### config.mk
export PLATFORM = sky130hd
export DESIGN_NAME = tsq_sequencer
export DESIGN_NICKNAME = d
export VERILOG_FILES = /design/src/logic/tsq_pkg.sv /design/src/logic/tsq_sequencer.sv
export VERILOG_INCLUDE_DIRS = /design/src /design/src/logic
export SDC_FILE = /design/constraint.sdc
export NUM_CORES = 1
export LEC_CHECK = 0
export ABC_AREA = 1
export BUFFER_PORTS_ARGS = -buffer_cell sky130_fd_sc_hd__buf_2
export CORE_AREA = 2 2 81 102
export CTS_CLUSTER_DIAMETER = 50
export DETAILED_ROUTE_END_ITERATION = 6
export DIE_AREA = 0 0 83 104
export PLACE_DENSITY = 0.73
export SYNTH_ARGS = -nofsm -noshare
export SYNTH_HDL_FRONTEND = slang
export SYNTH_SLANG_ARGS = --single-unit
### constraint.sdc
create_clock -name ref_clk -period 4.6 [get_ports ref_clk]
set_input_delay 0.92 -clock ref_clk [delete_from_list [all_inputs] [get_ports ref_clk]]
set_output_delay 0.92 -clock ref_clk [all_outputs]
set_load 0.01 [all_outputs]
### src/logic/tsq_consts.svh
// Constants of the touch converter serial sequencer
`ifndef TSQ_CONSTS_SVH
`define TSQ_CONSTS_SVH
// Command word bit positions, most significant bit first on the line
`define TSQ_CMD_BITS     8
`define TSQ_CMD_START    7
`define TSQ_CMD_CH_HI    6
`define TSQ_CMD_CH_LO    4
`define TSQ_CMD_MODE     3
`define TSQ_CMD_SD       2
`define TSQ_CMD_REFPWR   1
`define TSQ_CMD_ADCPWR   0
`define TSQ_CMD_RESET    8'h00
// Serial clock edge numbers counted from the start bit
`define TSQ_RISE_REFPWR  5'h07
`define TSQ_RISE_ADCPWR  5'h08
`define TSQ_FALL_TRACK   5'h05
`define TSQ_FALL_BUSY    5'h08
`define TSQ_FALL_MSB     5'h09
// Result widths and codes
`define TSQ_CODE_W       12
`define TSQ_BITS_FULL    5'h0C
`define TSQ_BITS_SHORT   5'h08
`define TSQ_CODE_ZERO    12'h000
`define TSQ_FIFO_DEPTH   4
`endif

### src/logic/tsq_pkg.sv
// Types of the touch converter serial sequencer
`default_nettype none
package tsq_pkg;
  typedef enum logic {TSQ_HUNT, TSQ_RUN} tsq_state_t;
  typedef enum logic [2:0] {TSQ_AIN_TEMP0, TSQ_AIN_XP, TSQ_AIN_VBAT, TSQ_AIN_YN,
                            TSQ_AIN_YP, TSQ_AIN_IN1, TSQ_AIN_TEMP1, TSQ_AIN_IN2} tsq_ain_t;
  typedef enum logic [1:0] {TSQ_NEG_GND, TSQ_NEG_YN, TSQ_NEG_XN} tsq_neg_t;
  typedef enum logic [1:0] {TSQ_REF_VREF, TSQ_REF_YP_YN, TSQ_REF_YP_XN, TSQ_REF_XP_XN} tsq_ref_t;
endpackage
`default_nettype wire

### src/logic/tsq_sequencer.sv
// Serial command sequencer of the touch converter, with its result FIFO
// What this block does
// - Result is unsigned straight binary, twelve bits (top eight in short mode), zero to all ones.
// - Every conversion is driven by an eight-bit serial command word.
// - Channel bits and single/differential bit pick input and plate drivers.
// - Differential axis mode: full scale is measured axis drive, ratiometric.
// - Single-ended mode: full scale is the reference voltage against ground.
// - Second auxiliary input is always measured single-ended against reference.
// - Input tracked from falling edge five to falling edge eight.
// - Drivers stay on through conversion in differential, tracking only otherwise.
// - Command: start, channel, resolution, single/differential, two power bits.
// - Command bits sampled on serial clock rising edges while selected.
// - Busy high only between falling edges eight and nine; floats deselected.
// - Result MSB at busy fall, then shifts on falling edges; else low.
`default_nettype none
`include "tsq_consts.svh"

// ----------------------------------------------------------------
// Result FIFO
// ----------------------------------------------------------------
module tsq_fifo #(
  parameter int WIDTH = `TSQ_CODE_W,
  parameter int DEPTH = `TSQ_FIFO_DEPTH
) (
  // Clock and reset
  input  wire logic             ref_clk,
  input  wire logic             rst_n,
  input  wire logic             ce,
  // Fill side
  input  wire logic             in_valid,
  output logic                  in_ready,
  input  wire logic [WIDTH-1:0] in_data,
  // Drain side
  output logic                  out_valid,
  input  wire logic             out_ready,
  output logic [WIDTH-1:0]      out_data
);
  localparam int AW = (DEPTH > 1) ? $clog2(DEPTH) : 1;
  logic [WIDTH-1:0] mem_q [DEPTH];
  logic [AW-1:0]    wr_q;
  logic [AW-1:0]    rd_q;
  logic [AW:0]      cnt_q;
  logic             push;
  logic             pop;

  assign in_ready  = (cnt_q != (AW+1)'(DEPTH));
  assign out_valid = (cnt_q != '0);
  assign push      = ce & in_valid & in_ready;
  assign pop       = ce & out_valid & out_ready;
  assign out_data  = mem_q[rd_q];

  always_ff @(posedge ref_clk) begin
    if (push) begin
      mem_q[wr_q] <= in_data;
    end
  end

  always_ff @(posedge ref_clk) begin
    if (!rst_n) begin
      wr_q  <= '0;
      rd_q  <= '0;
      cnt_q <= '0;
    end else begin
      if (push) begin
        wr_q <= (wr_q == AW'(DEPTH-1)) ? '0 : wr_q + 1'b1;
      end
      if (pop) begin
        rd_q <= (rd_q == AW'(DEPTH-1)) ? '0 : rd_q + 1'b1;
      end
      cnt_q <= cnt_q + (AW+1)'(push) - (AW+1)'(pop);
    end
  end
endmodule

// ----------------------------------------------------------------
// Sequencer top
// ----------------------------------------------------------------
module tsq_sequencer (
  // Clock, reset, enable
  input  wire logic                  ref_clk,
  input  wire logic                  rst_n,
  input  wire logic                  ce,
  // Serial pins
  input  wire logic                  serial_clk,
  input  wire logic                  chip_sel_n,
  input  wire logic                  cmd_in,
  output logic                       busy_out,
  output logic                       busy_oe,
  output logic                       result_out,
  output logic                       result_oe,
  // Plate drivers
  output logic                       x_plus,
  output logic                       x_minus,
  output logic                       y_plus,
  output logic                       y_minus,
  // Analog front end control
  output tsq_pkg::tsq_ain_t          ain_pos_sel,
  output tsq_pkg::tsq_neg_t          ain_neg_sel,
  output tsq_pkg::tsq_ref_t          ref_sel,
  output logic                       track_en,
  output logic                       conv_start,
  output logic                       ref_power_bit,
  output logic                       adc_power_bit,
  // Converted codes from the front end
  input  wire logic                  code_valid,
  output logic                       code_ready,
  input  wire logic [`TSQ_CODE_W-1:0] code_data
);
  import tsq_pkg::*;

  tsq_state_t state_q;
  logic       sclk_q;
  logic       rise;
  logic       fall;
  logic [4:0] rcnt_q;
  logic [4:0] fcnt_q;
  logic [7:0] cmd_q;
  logic [`TSQ_CODE_W-1:0] shift_q;
  logic [4:0] nbits;
  logic       diff;
  logic       drv_on_q;
  logic       head_valid;
  logic [`TSQ_CODE_W-1:0] head_data;
  logic       take;
  logic [2:0] ch;

  // Serial clock is synchronous to ref_clk, so one register gives both edges
  always_ff @(posedge ref_clk) begin
    if (!rst_n) begin
      sclk_q <= 1'b0;
    end else if (ce) begin
      sclk_q <= serial_clk;
    end
  end
  assign rise  = serial_clk & ~sclk_q;
  assign fall  = ~serial_clk & sclk_q;
  assign ch    = cmd_q[`TSQ_CMD_CH_HI:`TSQ_CMD_CH_LO];
  assign diff  = ~cmd_q[`TSQ_CMD_SD];
  assign nbits = cmd_q[`TSQ_CMD_MODE] ? `TSQ_BITS_SHORT : `TSQ_BITS_FULL;
  assign take  = fall & (state_q == TSQ_RUN) & (fcnt_q == `TSQ_FALL_MSB - 5'h01);

  // ----------------------------------------------------------------
  // Framing and command capture
  // ----------------------------------------------------------------
  always_ff @(posedge ref_clk) begin
    if (!rst_n) begin
      state_q <= TSQ_HUNT;
      rcnt_q  <= '0;
      fcnt_q  <= '0;
      cmd_q   <= `TSQ_CMD_RESET;
    end else if (ce) begin
      if (chip_sel_n) begin
        state_q <= TSQ_HUNT;
        rcnt_q  <= '0;
        fcnt_q  <= '0;
      end else if (state_q == TSQ_HUNT) begin
        if (rise && cmd_in) begin
          state_q <= TSQ_RUN;
          rcnt_q  <= 5'h01;
          fcnt_q  <= '0;
          cmd_q   <= 8'h80;
        end
      end else begin
        if (rise && rcnt_q < 5'(`TSQ_CMD_BITS)) begin
          cmd_q[3'(7 - rcnt_q)] <= cmd_in;
          rcnt_q <= rcnt_q + 5'h01;
        end
        if (fall) begin
          fcnt_q <= fcnt_q + 5'h01;
          if (fcnt_q == `TSQ_FALL_BUSY + nbits) begin
            state_q <= TSQ_HUNT;
          end
        end
      end
    end
  end

  // Power bits update on rising edges seven and eight
  always_ff @(posedge ref_clk) begin
    if (!rst_n) begin
      ref_power_bit <= 1'b0;
      adc_power_bit <= 1'b0;
    end else if (ce && !chip_sel_n && state_q == TSQ_RUN && rise) begin
      if (rcnt_q == `TSQ_RISE_REFPWR - 5'h01) begin
        ref_power_bit <= cmd_in;
      end
      if (rcnt_q == `TSQ_RISE_ADCPWR - 5'h01) begin
        adc_power_bit <= cmd_in;
      end
    end
  end

  // ----------------------------------------------------------------
  // Tracking, busy and plate drivers
  // ----------------------------------------------------------------
  always_ff @(posedge ref_clk) begin
    if (!rst_n) begin
      track_en   <= 1'b0;
      busy_out   <= 1'b0;
      drv_on_q   <= 1'b0;
      conv_start <= 1'b0;
    end else if (ce) begin
      conv_start <= 1'b0;
      if (chip_sel_n || state_q == TSQ_HUNT) begin
        track_en <= 1'b0;
        busy_out <= 1'b0;
        drv_on_q <= 1'b0;
      end else if (fall) begin
        if (fcnt_q == `TSQ_FALL_TRACK - 5'h01) begin
          track_en <= 1'b1;
          drv_on_q <= 1'b1;
        end
        if (fcnt_q == `TSQ_FALL_BUSY - 5'h01) begin
          track_en   <= 1'b0;
          busy_out   <= 1'b1;
          conv_start <= 1'b1;
          drv_on_q   <= diff;
        end
        if (fcnt_q == `TSQ_FALL_MSB - 5'h01) begin
          busy_out <= 1'b0;
        end
        if (fcnt_q == `TSQ_FALL_BUSY + nbits) begin
          drv_on_q <= 1'b0;
        end
      end
    end
  end

  // Driver and input selection per channel; unusable differential codes idle
  always_comb begin
    {x_plus, x_minus, y_plus, y_minus} = 4'h0;
    ain_pos_sel = tsq_ain_t'(ch);
    ain_neg_sel = TSQ_NEG_GND;
    ref_sel     = TSQ_REF_VREF;
    case (ch)
      3'h1: begin
        {y_plus, y_minus} = {2{drv_on_q}};
        if (diff) begin
          ain_neg_sel = TSQ_NEG_YN;
          ref_sel     = TSQ_REF_YP_YN;
        end
      end
      3'h3, 3'h4: begin
        {x_minus, y_plus} = {2{drv_on_q}};
        ain_pos_sel = ch[2] ? TSQ_AIN_YN : TSQ_AIN_XP;
        if (diff) begin
          ain_neg_sel = TSQ_NEG_XN;
          ref_sel     = TSQ_REF_YP_XN;
        end
      end
      3'h5: begin
        {x_plus, x_minus} = {2{drv_on_q}};
        ain_pos_sel = TSQ_AIN_YP;
        if (diff) begin
          ain_neg_sel = TSQ_NEG_XN;
          ref_sel     = TSQ_REF_XP_XN;
        end
      end
      3'h6: begin
        ain_pos_sel = diff ? TSQ_AIN_IN2 : TSQ_AIN_IN1;
      end
      3'h7: begin
        ain_pos_sel = TSQ_AIN_TEMP1;
      end
      default: begin
      end
    endcase
  end

  // ----------------------------------------------------------------
  // Result path
  // ----------------------------------------------------------------
  tsq_fifo #(.WIDTH(`TSQ_CODE_W), .DEPTH(`TSQ_FIFO_DEPTH)) u_fifo (
    .ref_clk   (ref_clk),
    .rst_n     (rst_n),
    .ce        (ce),
    .in_valid  (code_valid),
    .in_ready  (code_ready),
    .in_data   (code_data),
    .out_valid (head_valid),
    .out_ready (take & ~chip_sel_n),
    .out_data  (head_data)
  );

  // An empty FIFO at busy fall sends zero rather than stalling the host clock
  always_ff @(posedge ref_clk) begin
    if (!rst_n) begin
      shift_q    <= `TSQ_CODE_ZERO;
      result_out <= 1'b0;
    end else if (ce) begin
      if (chip_sel_n || state_q == TSQ_HUNT) begin
        result_out <= 1'b0;
      end else if (take) begin
        shift_q    <= head_valid ? head_data : `TSQ_CODE_ZERO;
        result_out <= head_valid & head_data[`TSQ_CODE_W-1];
      end else if (fall && fcnt_q >= `TSQ_FALL_MSB) begin
        shift_q    <= {shift_q[`TSQ_CODE_W-2:0], 1'b0};
        result_out <= (fcnt_q < `TSQ_FALL_BUSY + nbits) ? shift_q[`TSQ_CODE_W-2] : 1'b0;
      end
    end
  end

  assign busy_oe   = ~chip_sel_n;
  assign result_oe = ~chip_sel_n;
endmodule
`default_nettype wire

==> results of run 1 <==
==> power by group through the flow <==
stage	clock (mW)	combinational, mW	sequential [mW]
after floorplan	0	0.0639	0.908
after global placement	0	0.0942	0.908
after detailed placement	0	0.0972	0.909
after CTS	0.641	0.0978	0.890
after global routing	0.676	0.110	0.892
final	0.634	0.0975	0.890
==> worst max-delay path, cell delays in order <==
cell	delay (ns)
sky130_fd_sc_hd__buf_2	0.10
sky130_fd_sc_hd__inv_1	0.07
sky130_fd_sc_hd__nand2_1	0.12
sky130_fd_sc_hd__nor2_4	0.12
sky130_fd_sc_hd__inv_2	0.05
sky130_fd_sc_hd__nor2_4	0.29
sky130_fd_sc_hd__nand3_1	0.17
sky130_fd_sc_hd__inv_1	0.13
sky130_fd_sc_hd__ha_1	0.15
sky130_fd_sc_hd__inv_1	0.04
sky130_fd_sc_hd__ha_1	0.21
sky130_fd_sc_hd__fa_1	0.41
sky130_fd_sc_hd__o21ai_0	0.17
sky130_fd_sc_hd__a21oi_1	0.05
==> cell usage in the layout (no fill, tap or decap), drive strengths merged <==
cell,instances
buf,38
ha,13
edfxtp,48
nand2,115
clkbuf,10
nand4,9
clkinv,3
nand3,36
a21oi,23
or2,1
o21a,1
o21ai,36
o211ai,6
nor3,10
o22ai,1
dfxtp,44
xor2,1
fa,1
bufinv,3
a211oi,2
and3,1
nor2,106
nor4,1
inv,63
nand3b,1
xnor2,1
==> routing by layer <==
metal,up-vias,global-route usage (%),share of wire (%)
met1,1638,24.2,40
met2,64,40.3,54
li1,1815,-,-
met3,18,3.57,3.3
met5,-,0,0
met4,0,11.6,3.1
==> cell type report <==
type | count | area [sq um] | share of cell area, %
inverters | 63 | 236 | 4.88
clock buffers | 10 | 128 | 2.64
flip-flops and latches | 92 | 2320 | 48.0
clock inverters | 6 | 103 | 2.12
repair buffers | 38 | 190 | 3.93
multi-input cells | 365 | 1740 | 36.0
well taps | 95 | 119 | 2.45
==> worst paths after layout <==
path	from	endpoint	depth (start not counted)
setup / recovery	serial_clk	u_fifo.cnt_q[2]	14
hold / removal	rcnt_q[4]	rcnt_q[4]	2
setup reg to reg	fcnt_q[0]	u_fifo.cnt_q[2]	12
hold reg to reg	rcnt_q[4]	rcnt_q[4]	2
==> stage by stage <==
| step | power, mW | setup slack (ns) | cell area, sq um | utilization [%] |
|---|---|---|---|---|
| 5_1_grt | 1.68 | 1.60 | 4840 | 62.9 |
| 3_5_place_dp | 1.01 | 1.46 | 4610 | 59.9 |
| 2_1_floorplan | 0.971 | 1.93 | 4400 | - |
| 6_report | 1.62 | 1.85 | 4840 | 62.9 |
| 3_3_place_gp | 1.00 | 1.56 | 4610 | 59.9 |
| 4_1_cts | 1.63 | 1.84 | 4840 | 62.9 |
==> logic make-up after synthesis <==
kind of cell    synth area share (%)
flops                           52.7
compound gates                  8.38
buf+inv                         7.67
fa+ha+maj                       4.15
xor+xnor                       0.398
simple gates                    26.7
==> registers in the layout, indices dropped and copies added (netlist names), 2 cells and up, named ones only <==
register / flops
u_fifo.mem_q: 48
shift_q: 11
cmd_q: 5
fcnt_q: 5
rcnt_q: 5
u_fifo.cnt_q: 3
u_fifo.rd_q: 2
u_fifo.wr_q: 2
==> results.txt, run 1 <==
The run finished with clean final reports. The most frequent cell after synthesis is sky130_fd_sc_hd__nand2_1. The max-slew violation count is 0. The number of antenna diodes in the final layout is 0. The async set-reset flop share out of synthesis came out at 0%.

The number of H-tree levels is 3. The count of final setup violators came out at 0. STA puts the critical path data arrival time at 3.01 ns. The initial core utilization is 57.2%. Dividing the detail-routed via count by the number of cells gives 5.28. The number of buffers added to fix hold violations after cts came out at 0. Of the total power, combinational logic draws 6.0%. The count of maximum capacitance violations came out at 0. The synthesized design contains 92 register bits. The maximum fanout along the worst path is 16. The die outline height is 104 um. The power density over the cells came out at 335 nW/um^2. The share of the clock period used by the worst path after layout came out at 59.8%. Entering global routing, the biggest net connects 26 pins. The count of fill cells added during filler insertion came out at 656. For this run, the leading register cell type out of synthesis is sky130_fd_sc_hd__edfxtp_1. The worst setup path is captured at a flip-flop. The number of CTS-inserted buffers came out at 9. The clock insertion delay at the later pin of the skew report came out at 0.36 ns. During synthesis, Yosys emitted a total of 0 warnings. The number of instances in the synthesized netlist is 541. The critical path class is in2reg. The headroom to the max-slew limit is 20.1%.

The maximum clock path buffer count is 2. The fraction of the yosys area taken by sequential cells came out at 52.7%. The final critical path time including I/O delays and setup is 2.75 ns. The first-pass GRT wire length is 15.1 mm.

The number of rows in the core area is 36. Sequential cells account for 54.9% of the total power. The leakage power of the design is 2.09 nW. For this design the total switching power over the nets is 355 uW. The largest total area in the synthesized netlist belongs to sky130_fd_sc_hd__edfxtp_1. The number of DRC violations after detailed-routing iteration 0 came out at 182. The path class of the tightest hold or removal check is reg2reg. After synthesis, the most frequently instantiated cells are 113 x sky130_fd_sc_hd__nand2_1, 103 x sky130_fd_sc_hd__nor2_1, 60 x sky130_fd_sc_hd__inv_1. The iteration count of the initial detailed-routing pass came out at 4. The worst-case register-to-register setup slack is 1.92 ns. The number of nets in the synthesized netlist is 574. The mapped netlist covers 4400 sq um. Dividing the detail-routed wire length by the instance count gives 13.9 um. The final non-filler cell total came out at 669. The synthesized netlist contains 31 unique library cells. The total vias in the final route came out at 3535. In this run the mean area of a mapped cell was 8.14 sq um. The initial antenna violation count is 0.

The TritonCTS clock tree is done. In the final timing run, aggregate negative setup slack is 0 ns. The count of buffers added on input and output ports is 38. The cell count after placement is 653. The half-perimeter wire length after detailed placement is 6.43 mm. The all-layer global routing usage came out at 22.0%. The area of the core came out at 7700 sq um. For the pin with the worst max-slew slack, the measured transition is 1.19 ns.

The post-detailed-route count of antenna-violating nets came out at 0. The top cell type's share of synthesized area came out at 32.7%. Clock-pin slew was measured on the worst setup and hold paths at 0.09 ns. The post-route netlist has 10.6% of its cells at a drive strength greater than 1. Setup repair after global routing left no endpoint under its margin. The number of nets in the finished design is 602. The worst-case vdd ir drop is 199 uV. The die covers 8630 sq um. The number of flops mapped to enable cells by yosys is 48. The final hold violation count is 0.

The fmax came out at 363 MHz. The overall die width came out at 83 um. Across the routed clock network, the largest skew measured is 0.00705 ns. The hold slack came out at 0.445 ns.

The count of instances resized after the clock tree is built came out at 0. The cell chosen for the clock root is sky130_fd_sc_hd__clkbuf_8. The via count of the first global-routing pass came out at 3254. The area added between synthesis and finish is 9.94%. The kind of start point of the critical path is an input pin.

The number of clock sinks seen by CTS is 92. Net switching is 21.9% of the power. Buffers added to address setup during post-CTS repair amount to 0. The clock network fraction of design power is 39.1%.

The congestion estimate from routability-driven global placement came to 0.849. Ranked by total cell area, the synthesized netlist is headed by sky130_fd_sc_hd__edfxtp_1 33%, sky130_fd_sc_hd__dfxtp_1 20%, sky130_fd_sc_hd__nand2_1 9.6%. The final routed wirelength across all metal layers is 9.29 mm. The total congestion overflow after global routing came out at 0.

The count of unresolved DRC violations after routing is 0. STA puts the critical path data required time at 4.86 ns. During I/O placement, the number of pins put on the boundary was 39. The internal power of the cells totals 1.27 mW.
Power figures use the tool's default switching activity.
==> run 2: changes to the inputs <==
ABC_AREA = 0   (was 1)
CORE_AREA = 2 2 79 99   (was 2 2 81 102)
DIE_AREA = 0 0 81 101   (was 0 0 83 104)
PLACE_DENSITY = 0.74   (was 0.73)
clock period = 2.57 ns   (was 4.6 ns; I/O delays follow)
==> results.txt, run 2 <==
The final routed wirelength across all metal layers came out at 7.39 mm (was 9.29 mm). The multiplexer share of the synthesized area is 8.20% (was 0%). The number of port buffers came out at 38 (unchanged).

The number of H-tree levels came out at 3 (unchanged). The largest family of logic cells by synthesized area is simple AND/OR/NAND/NOR gates (unchanged). The most common cell after layout, fill and taps aside is sky130_fd_sc_hd__edfxtp_1 (was sky130_fd_sc_hd__nand2_1).

The overall die width was 81 um (was 83 um). The kind of capture point of the worst setup path is a flip-flop (unchanged). The number of DRC violations after detailed-routing iteration 0 is 103 (was 182). The fraction of power consumed by sequential logic is 59.5% (was 54.9%). The switching part of the total came to 24.4% (was 21.9%). The number of nets in the finished design came out at 419 (was 602).

The setup TNS is 0 ns (unchanged). The number of nets in the synthesized netlist is 374 (was 574). The top cell type by total area after synthesis is sky130_fd_sc_hd__edfxtp_1 (unchanged).

The kind of start point of the critical path was a flip-flop (was input pin). The headroom to the max-slew limit came out at 59.4% (was 20.1%). The power density over the cells came out at 573 nW/um^2 (was 335 nW/um^2). The post-synthesis compound-gate area fraction is 12.7% (was 8.38%).

The all-layer global routing usage is 19.5% (was 22.0%). Registers with the most flip-flops: u_fifo.mem_q (48), shift_q (11) (unchanged). The total vias in the final route is 2718 (was 3535). The synthesized-area fraction occupied by adder cells is 4.40% (was 4.15%). The half-perimeter wire length after detailed placement came out at 5.30 mm (was 6.43 mm). The worst-case vdd ir drop came out at 448 uV (was 199 uV). The initial antenna violation count was 0 (unchanged).

The number of flip-flops and latches in the synthesized netlist is 92 (unchanged). The data required time at the worst endpoint is 2.83 ns (was 4.86 ns). The final hold violation count is 0 (unchanged). The via count of the first global-routing pass was 2632 (was 3254).

The number of CTS-inserted buffers came out at 9 (unchanged). The final non-filler cell total came to 483 (was 669). The number of flip-flops in the largest register came to 48 (unchanged). Critical Path, Cell by Cell: inv_1, ha_1, and4bb_4, and3b_4, and2_4, ha_1, inv_1, ha_1, fa_1, xnor2_1, nor2_1 (was buf_2, inv_1, nand2_1, nor2_4, inv_2, nor2_4, nand3_1, inv_1, ha_1, inv_1, ha_1, fa_1, o21ai_0, a21oi_1). Setup repair after global routing missed its margin: false (unchanged).

The cell area after synthesis was 4150 sq um (was 4400 sq um). The TritonCTS clock tree is done (unchanged). The number of buffers added to fix hold violations after cts was 0 (unchanged). The relative contribution of combinational cells to total power came out at 5.9% (was 6.0%).

The post-CTS setup buffer count was 0 (unchanged). The worst clock skew is 0.0106 ns (was 0.00705 ns). The ratio of routed vias to standard cells came out at 5.63 (was 5.28). The delay of the slowest critical-path stage came to 0.41 ns (about the same). Top cells by instance count after synthesis: 48 x sky130_fd_sc_hd__edfxtp_1, 44 x sky130_fd_sc_hd__dfxtp_1, 41 x sky130_fd_sc_hd__nor2_1 (was 113 x sky130_fd_sc_hd__nand2_1, 103 x sky130_fd_sc_hd__nor2_1, 60 x sky130_fd_sc_hd__inv_1).

The clock insertion delay at the later pin of the skew report came to 0.36 ns (about the same). The number of distinct library cells after synthesis is 51 (was 31). The largest net degree at the start of global routing came out at 23 (was 26).

Based on the critical path, the design can be clocked at up to 414 MHz. The number of diodes is 0 (unchanged). Most area-consuming cells after synthesis: sky130_fd_sc_hd__edfxtp_1 35%, sky130_fd_sc_hd__dfxtp_1 21%, sky130_fd_sc_hd__mux4_2 6.5% (was sky130_fd_sc_hd__edfxtp_1 33%, sky130_fd_sc_hd__dfxtp_1 20%, sky130_fd_sc_hd__nand2_1 9.6%). The dominant register cell in the synthesized netlist is sky130_fd_sc_hd__edfxtp_1 (unchanged). The initial core utilization came out at 57.1% (was 57.2%). The total congestion overflow after global routing came out at 0 (unchanged). The internal cell power is 2.02 mW (was 1.27 mW). The number of instances in the synthesized netlist is 341 (was 541). The count of maximum capacitance violations was 0 (unchanged).

The fraction of layout cells with a size suffix above 1 is 25.3% (was 10.6%). The die outline height came out at 101 um (was 104 um). The fraction of the yosys area taken by sequential cells came to 55.9% (was 52.7%). The top cell type's share of synthesized area is 34.7% (was 32.7%).

The xor-xnor portion of the synthesized cell area is 1.69% (was 0.398%). The async set-reset flop share out of synthesis is 0% (unchanged). The class of the tightest hold or removal check is in2reg (was reg2reg).

The number of rows in the core area is 35 (was 36). The number of flops mapped to enable cells by yosys came out at 48 (unchanged). The max-slew violation count is 0 (unchanged).

The die area came out at 8180 sq um (was 8630 sq um). The total I/O pin count came out at 39 (unchanged). The clock period could shrink to 2.41 ns. The clock network fraction of design power came out at 34.6% (was 39.1%).

The most frequent cell after synthesis was sky130_fd_sc_hd__edfxtp_1 (was sky130_fd_sc_hd__nand2_1). The area added between synthesis and finish was 12.0% (was 9.94%). The cell chosen for the clock root is sky130_fd_sc_hd__clkbuf_8 (unchanged). The data arrival time of the critical path came to 2.68 ns (was 3.01 ns). The area of the core came to 7270 sq um (was 7700 sq um). The count of final setup violators is 0 (unchanged). The largest register by flop count is u_fifo.mem_q (unchanged). The average instance area after synthesis was 12.2 sq um (was 8.14 sq um). The leakage power of the design came out at 1.73 nW (was 2.09 nW). The net switching component of the power came out at 651 uW (was 355 uW). The share of the clock period used by the worst path after layout came out at 93.9%.

The final weighted congestion in routability-driven placement is 0.843 (was 0.849). The most common cell type on the critical path is sky130_fd_sc_hd__ha_1 (was sky130_fd_sc_hd__inv_1). The number of clock sinks seen by CTS came to 92 (unchanged). The first-pass GRT wire length came out at 12.2 mm (was 15.1 mm). The slew of the pin with the lowest slew margin was 0.604 ns (was 1.19 ns).

The total of warnings raised by yosys is 0 (unchanged). The count of unresolved DRC violations after routing is 0 (unchanged). The post-detailed-route count of antenna-violating nets came out at 0 (unchanged). The count of fill cells added during filler insertion came out at 584 (was 656).

Result of the run: completed (unchanged). The cell count after placement came to 467 (was 653). Highest-count cells in the layout ignoring fill and taps: 48 x sky130_fd_sc_hd__edfxtp_1, 43 x sky130_fd_sc_hd__dfxtp_1, 41 x sky130_fd_sc_hd__nor2_1, 38 x sky130_fd_sc_hd__buf_2, 19 x sky130_fd_sc_hd__a21oi_1 (was 113 x sky130_fd_sc_hd__nand2_1, 103 x sky130_fd_sc_hd__nor2_1, 60 x sky130_fd_sc_hd__inv_1, 48 x sky130_fd_sc_hd__edfxtp_1, 44 x sky130_fd_sc_hd__dfxtp_1). The highest-delay cell along the critical path is sky130_fd_sc_hd__fa_1 (unchanged).

The maximum fanout along the worst path was 5 (was 16). The maximum clock path buffer count came to 2 (unchanged). The mean routed wirelength per cell is 15.3 um (was 13.9 um).

The clock transition at the registers of the reported paths is 0.10 ns (was 0.09 ns). The synthesized-area fraction occupied by and/or/nand/nor cells came out at 13.2% (was 26.7%). The iteration count of the initial detailed-routing pass is 4 (unchanged). The critical path class was reg2reg (was in2reg).
[run 2: cell types whose count changed after synthesis, moves of 7 or more]
| cell | previous run | this run |
|---|---|---|
| sky130_fd_sc_hd__nor2b_1 | 0 | 8 |
| sky130_fd_sc_hd__a22oi_1 | 0 | 10 |
| sky130_fd_sc_hd__nand3_1 | 35 | 10 |
| sky130_fd_sc_hd__nand2_1 | 113 | 11 |
| sky130_fd_sc_hd__nand4_1 | 9 | 2 |
| sky130_fd_sc_hd__mux4_2 | 0 | 12 |
| sky130_fd_sc_hd__o21ai_0 | 35 | 9 |
| sky130_fd_sc_hd__a211oi_2 | 0 | 10 |
| sky130_fd_sc_hd__inv_1 | 60 | 17 |
| sky130_fd_sc_hd__nor2_1 | 103 | 41 |
| sky130_fd_sc_hd__mux2i_1 | 0 | 7 |
[run 2: final cells by class]
cell class / instances / area (sq um) / area share, %
Tap cell: 92 / 115 / 2.47
Clock inverter: 7 / 71.3 / 1.53
Clock buffer: 9 / 124 / 2.66
Timing Repair Buffer: 51 / 288 / 6.19
Inverter: 17 / 63.8 / 1.37
Multi-Input combinational cell: 215 / 1670 / 35.8
Sequential cell: 92 / 2320 / 49.9
[run 2: logic make-up after synthesis]
| logic type | count (synthesis) |
|---|---|
| adders and majority gates | 14 |
| DFF | 92 |
| and+or+nand+nor | 104 |
| buffers and inverters | 34 |
| xor gates and xnor gates | 8 |
| muxes | 19 |
| AOI/OAI and AO/OA | 70 |
[run 2: repair_timing]
item,4_1_cts,5_1_grt
hold endpoints to repair,0,0
resized for setup,0,1
endpoints found under the setup margin,0,1
[run 2: worst paths after layout]
kind,depth (start not counted),endpoint,startpoint,slack [ns]
max reg2reg,11,u_fifo.cnt_q[2],fcnt_q[1],0.16
min reg2reg,2,conv_start,conv_start,0.47
max,11,u_fifo.cnt_q[2],fcnt_q[1],0.16
min,1,u_fifo.mem_q[2][4],code_data[4],0.35
[run 2: power by group through the flow]
| stage | Clock (mW) | Combinational [mW] | Sequential (mW) |
|---|---|---|---|
| after floorplan | 0 | 0.0957 | 1.62 |
| after global placement | 0 | 0.153 | 1.62 |
| after detailed placement | 0 | 0.158 | 1.62 |
| after CTS | 0.948 | 0.159 | 1.59 |
| after global routing | 0.999 | 0.174 | 1.59 |
| final | 0.922 | 0.157 | 1.59 |
[run 2: through the flow]
stage / utilization [%] / cell area, sq um / power [mW] / hold WS (ns) / setup slack, ns
2_1_floorplan: - / 4150 / 1.71 / 0.450 / 0.0599
3_3_place_gp: 61.3 / 4460 / 1.77 / 0.449 / 0.162
3_5_place_dp: 61.3 / 4460 / 1.78 / 0.456 / 0.117
4_1_cts: 64.0 / 4650 / 2.69 / 0.341 / 0.0988
5_1_grt: 64.0 / 4650 / 2.76 / 0.344 / 0.0334
6_report: 64.0 / 4650 / 2.67 / 0.353 / 0.157
[run 2: critical path, delay by kind of cell (launching register included)]
kind                     cells  cell delay (ns)
AND/OR/NAND/NOR              4             0.62
adder cells (fa/ha/maj)      4             1.07
buffers and inverters        2             0.11
flip-flops                   1             0.37
XOR/XNOR                     1             0.16
[run 2: layer usage]
layer | vias up | track usage [%] | part of all wire [%]
li1 | 1343 | - | -
met3 | 10 | 2.78 | 3.7
met4 | 0 | 8.87 | 1.5
met2 | 57 | 33.7 | 52
met1 | 1308 | 24.0 | 43
met5 | - | 0 | 0
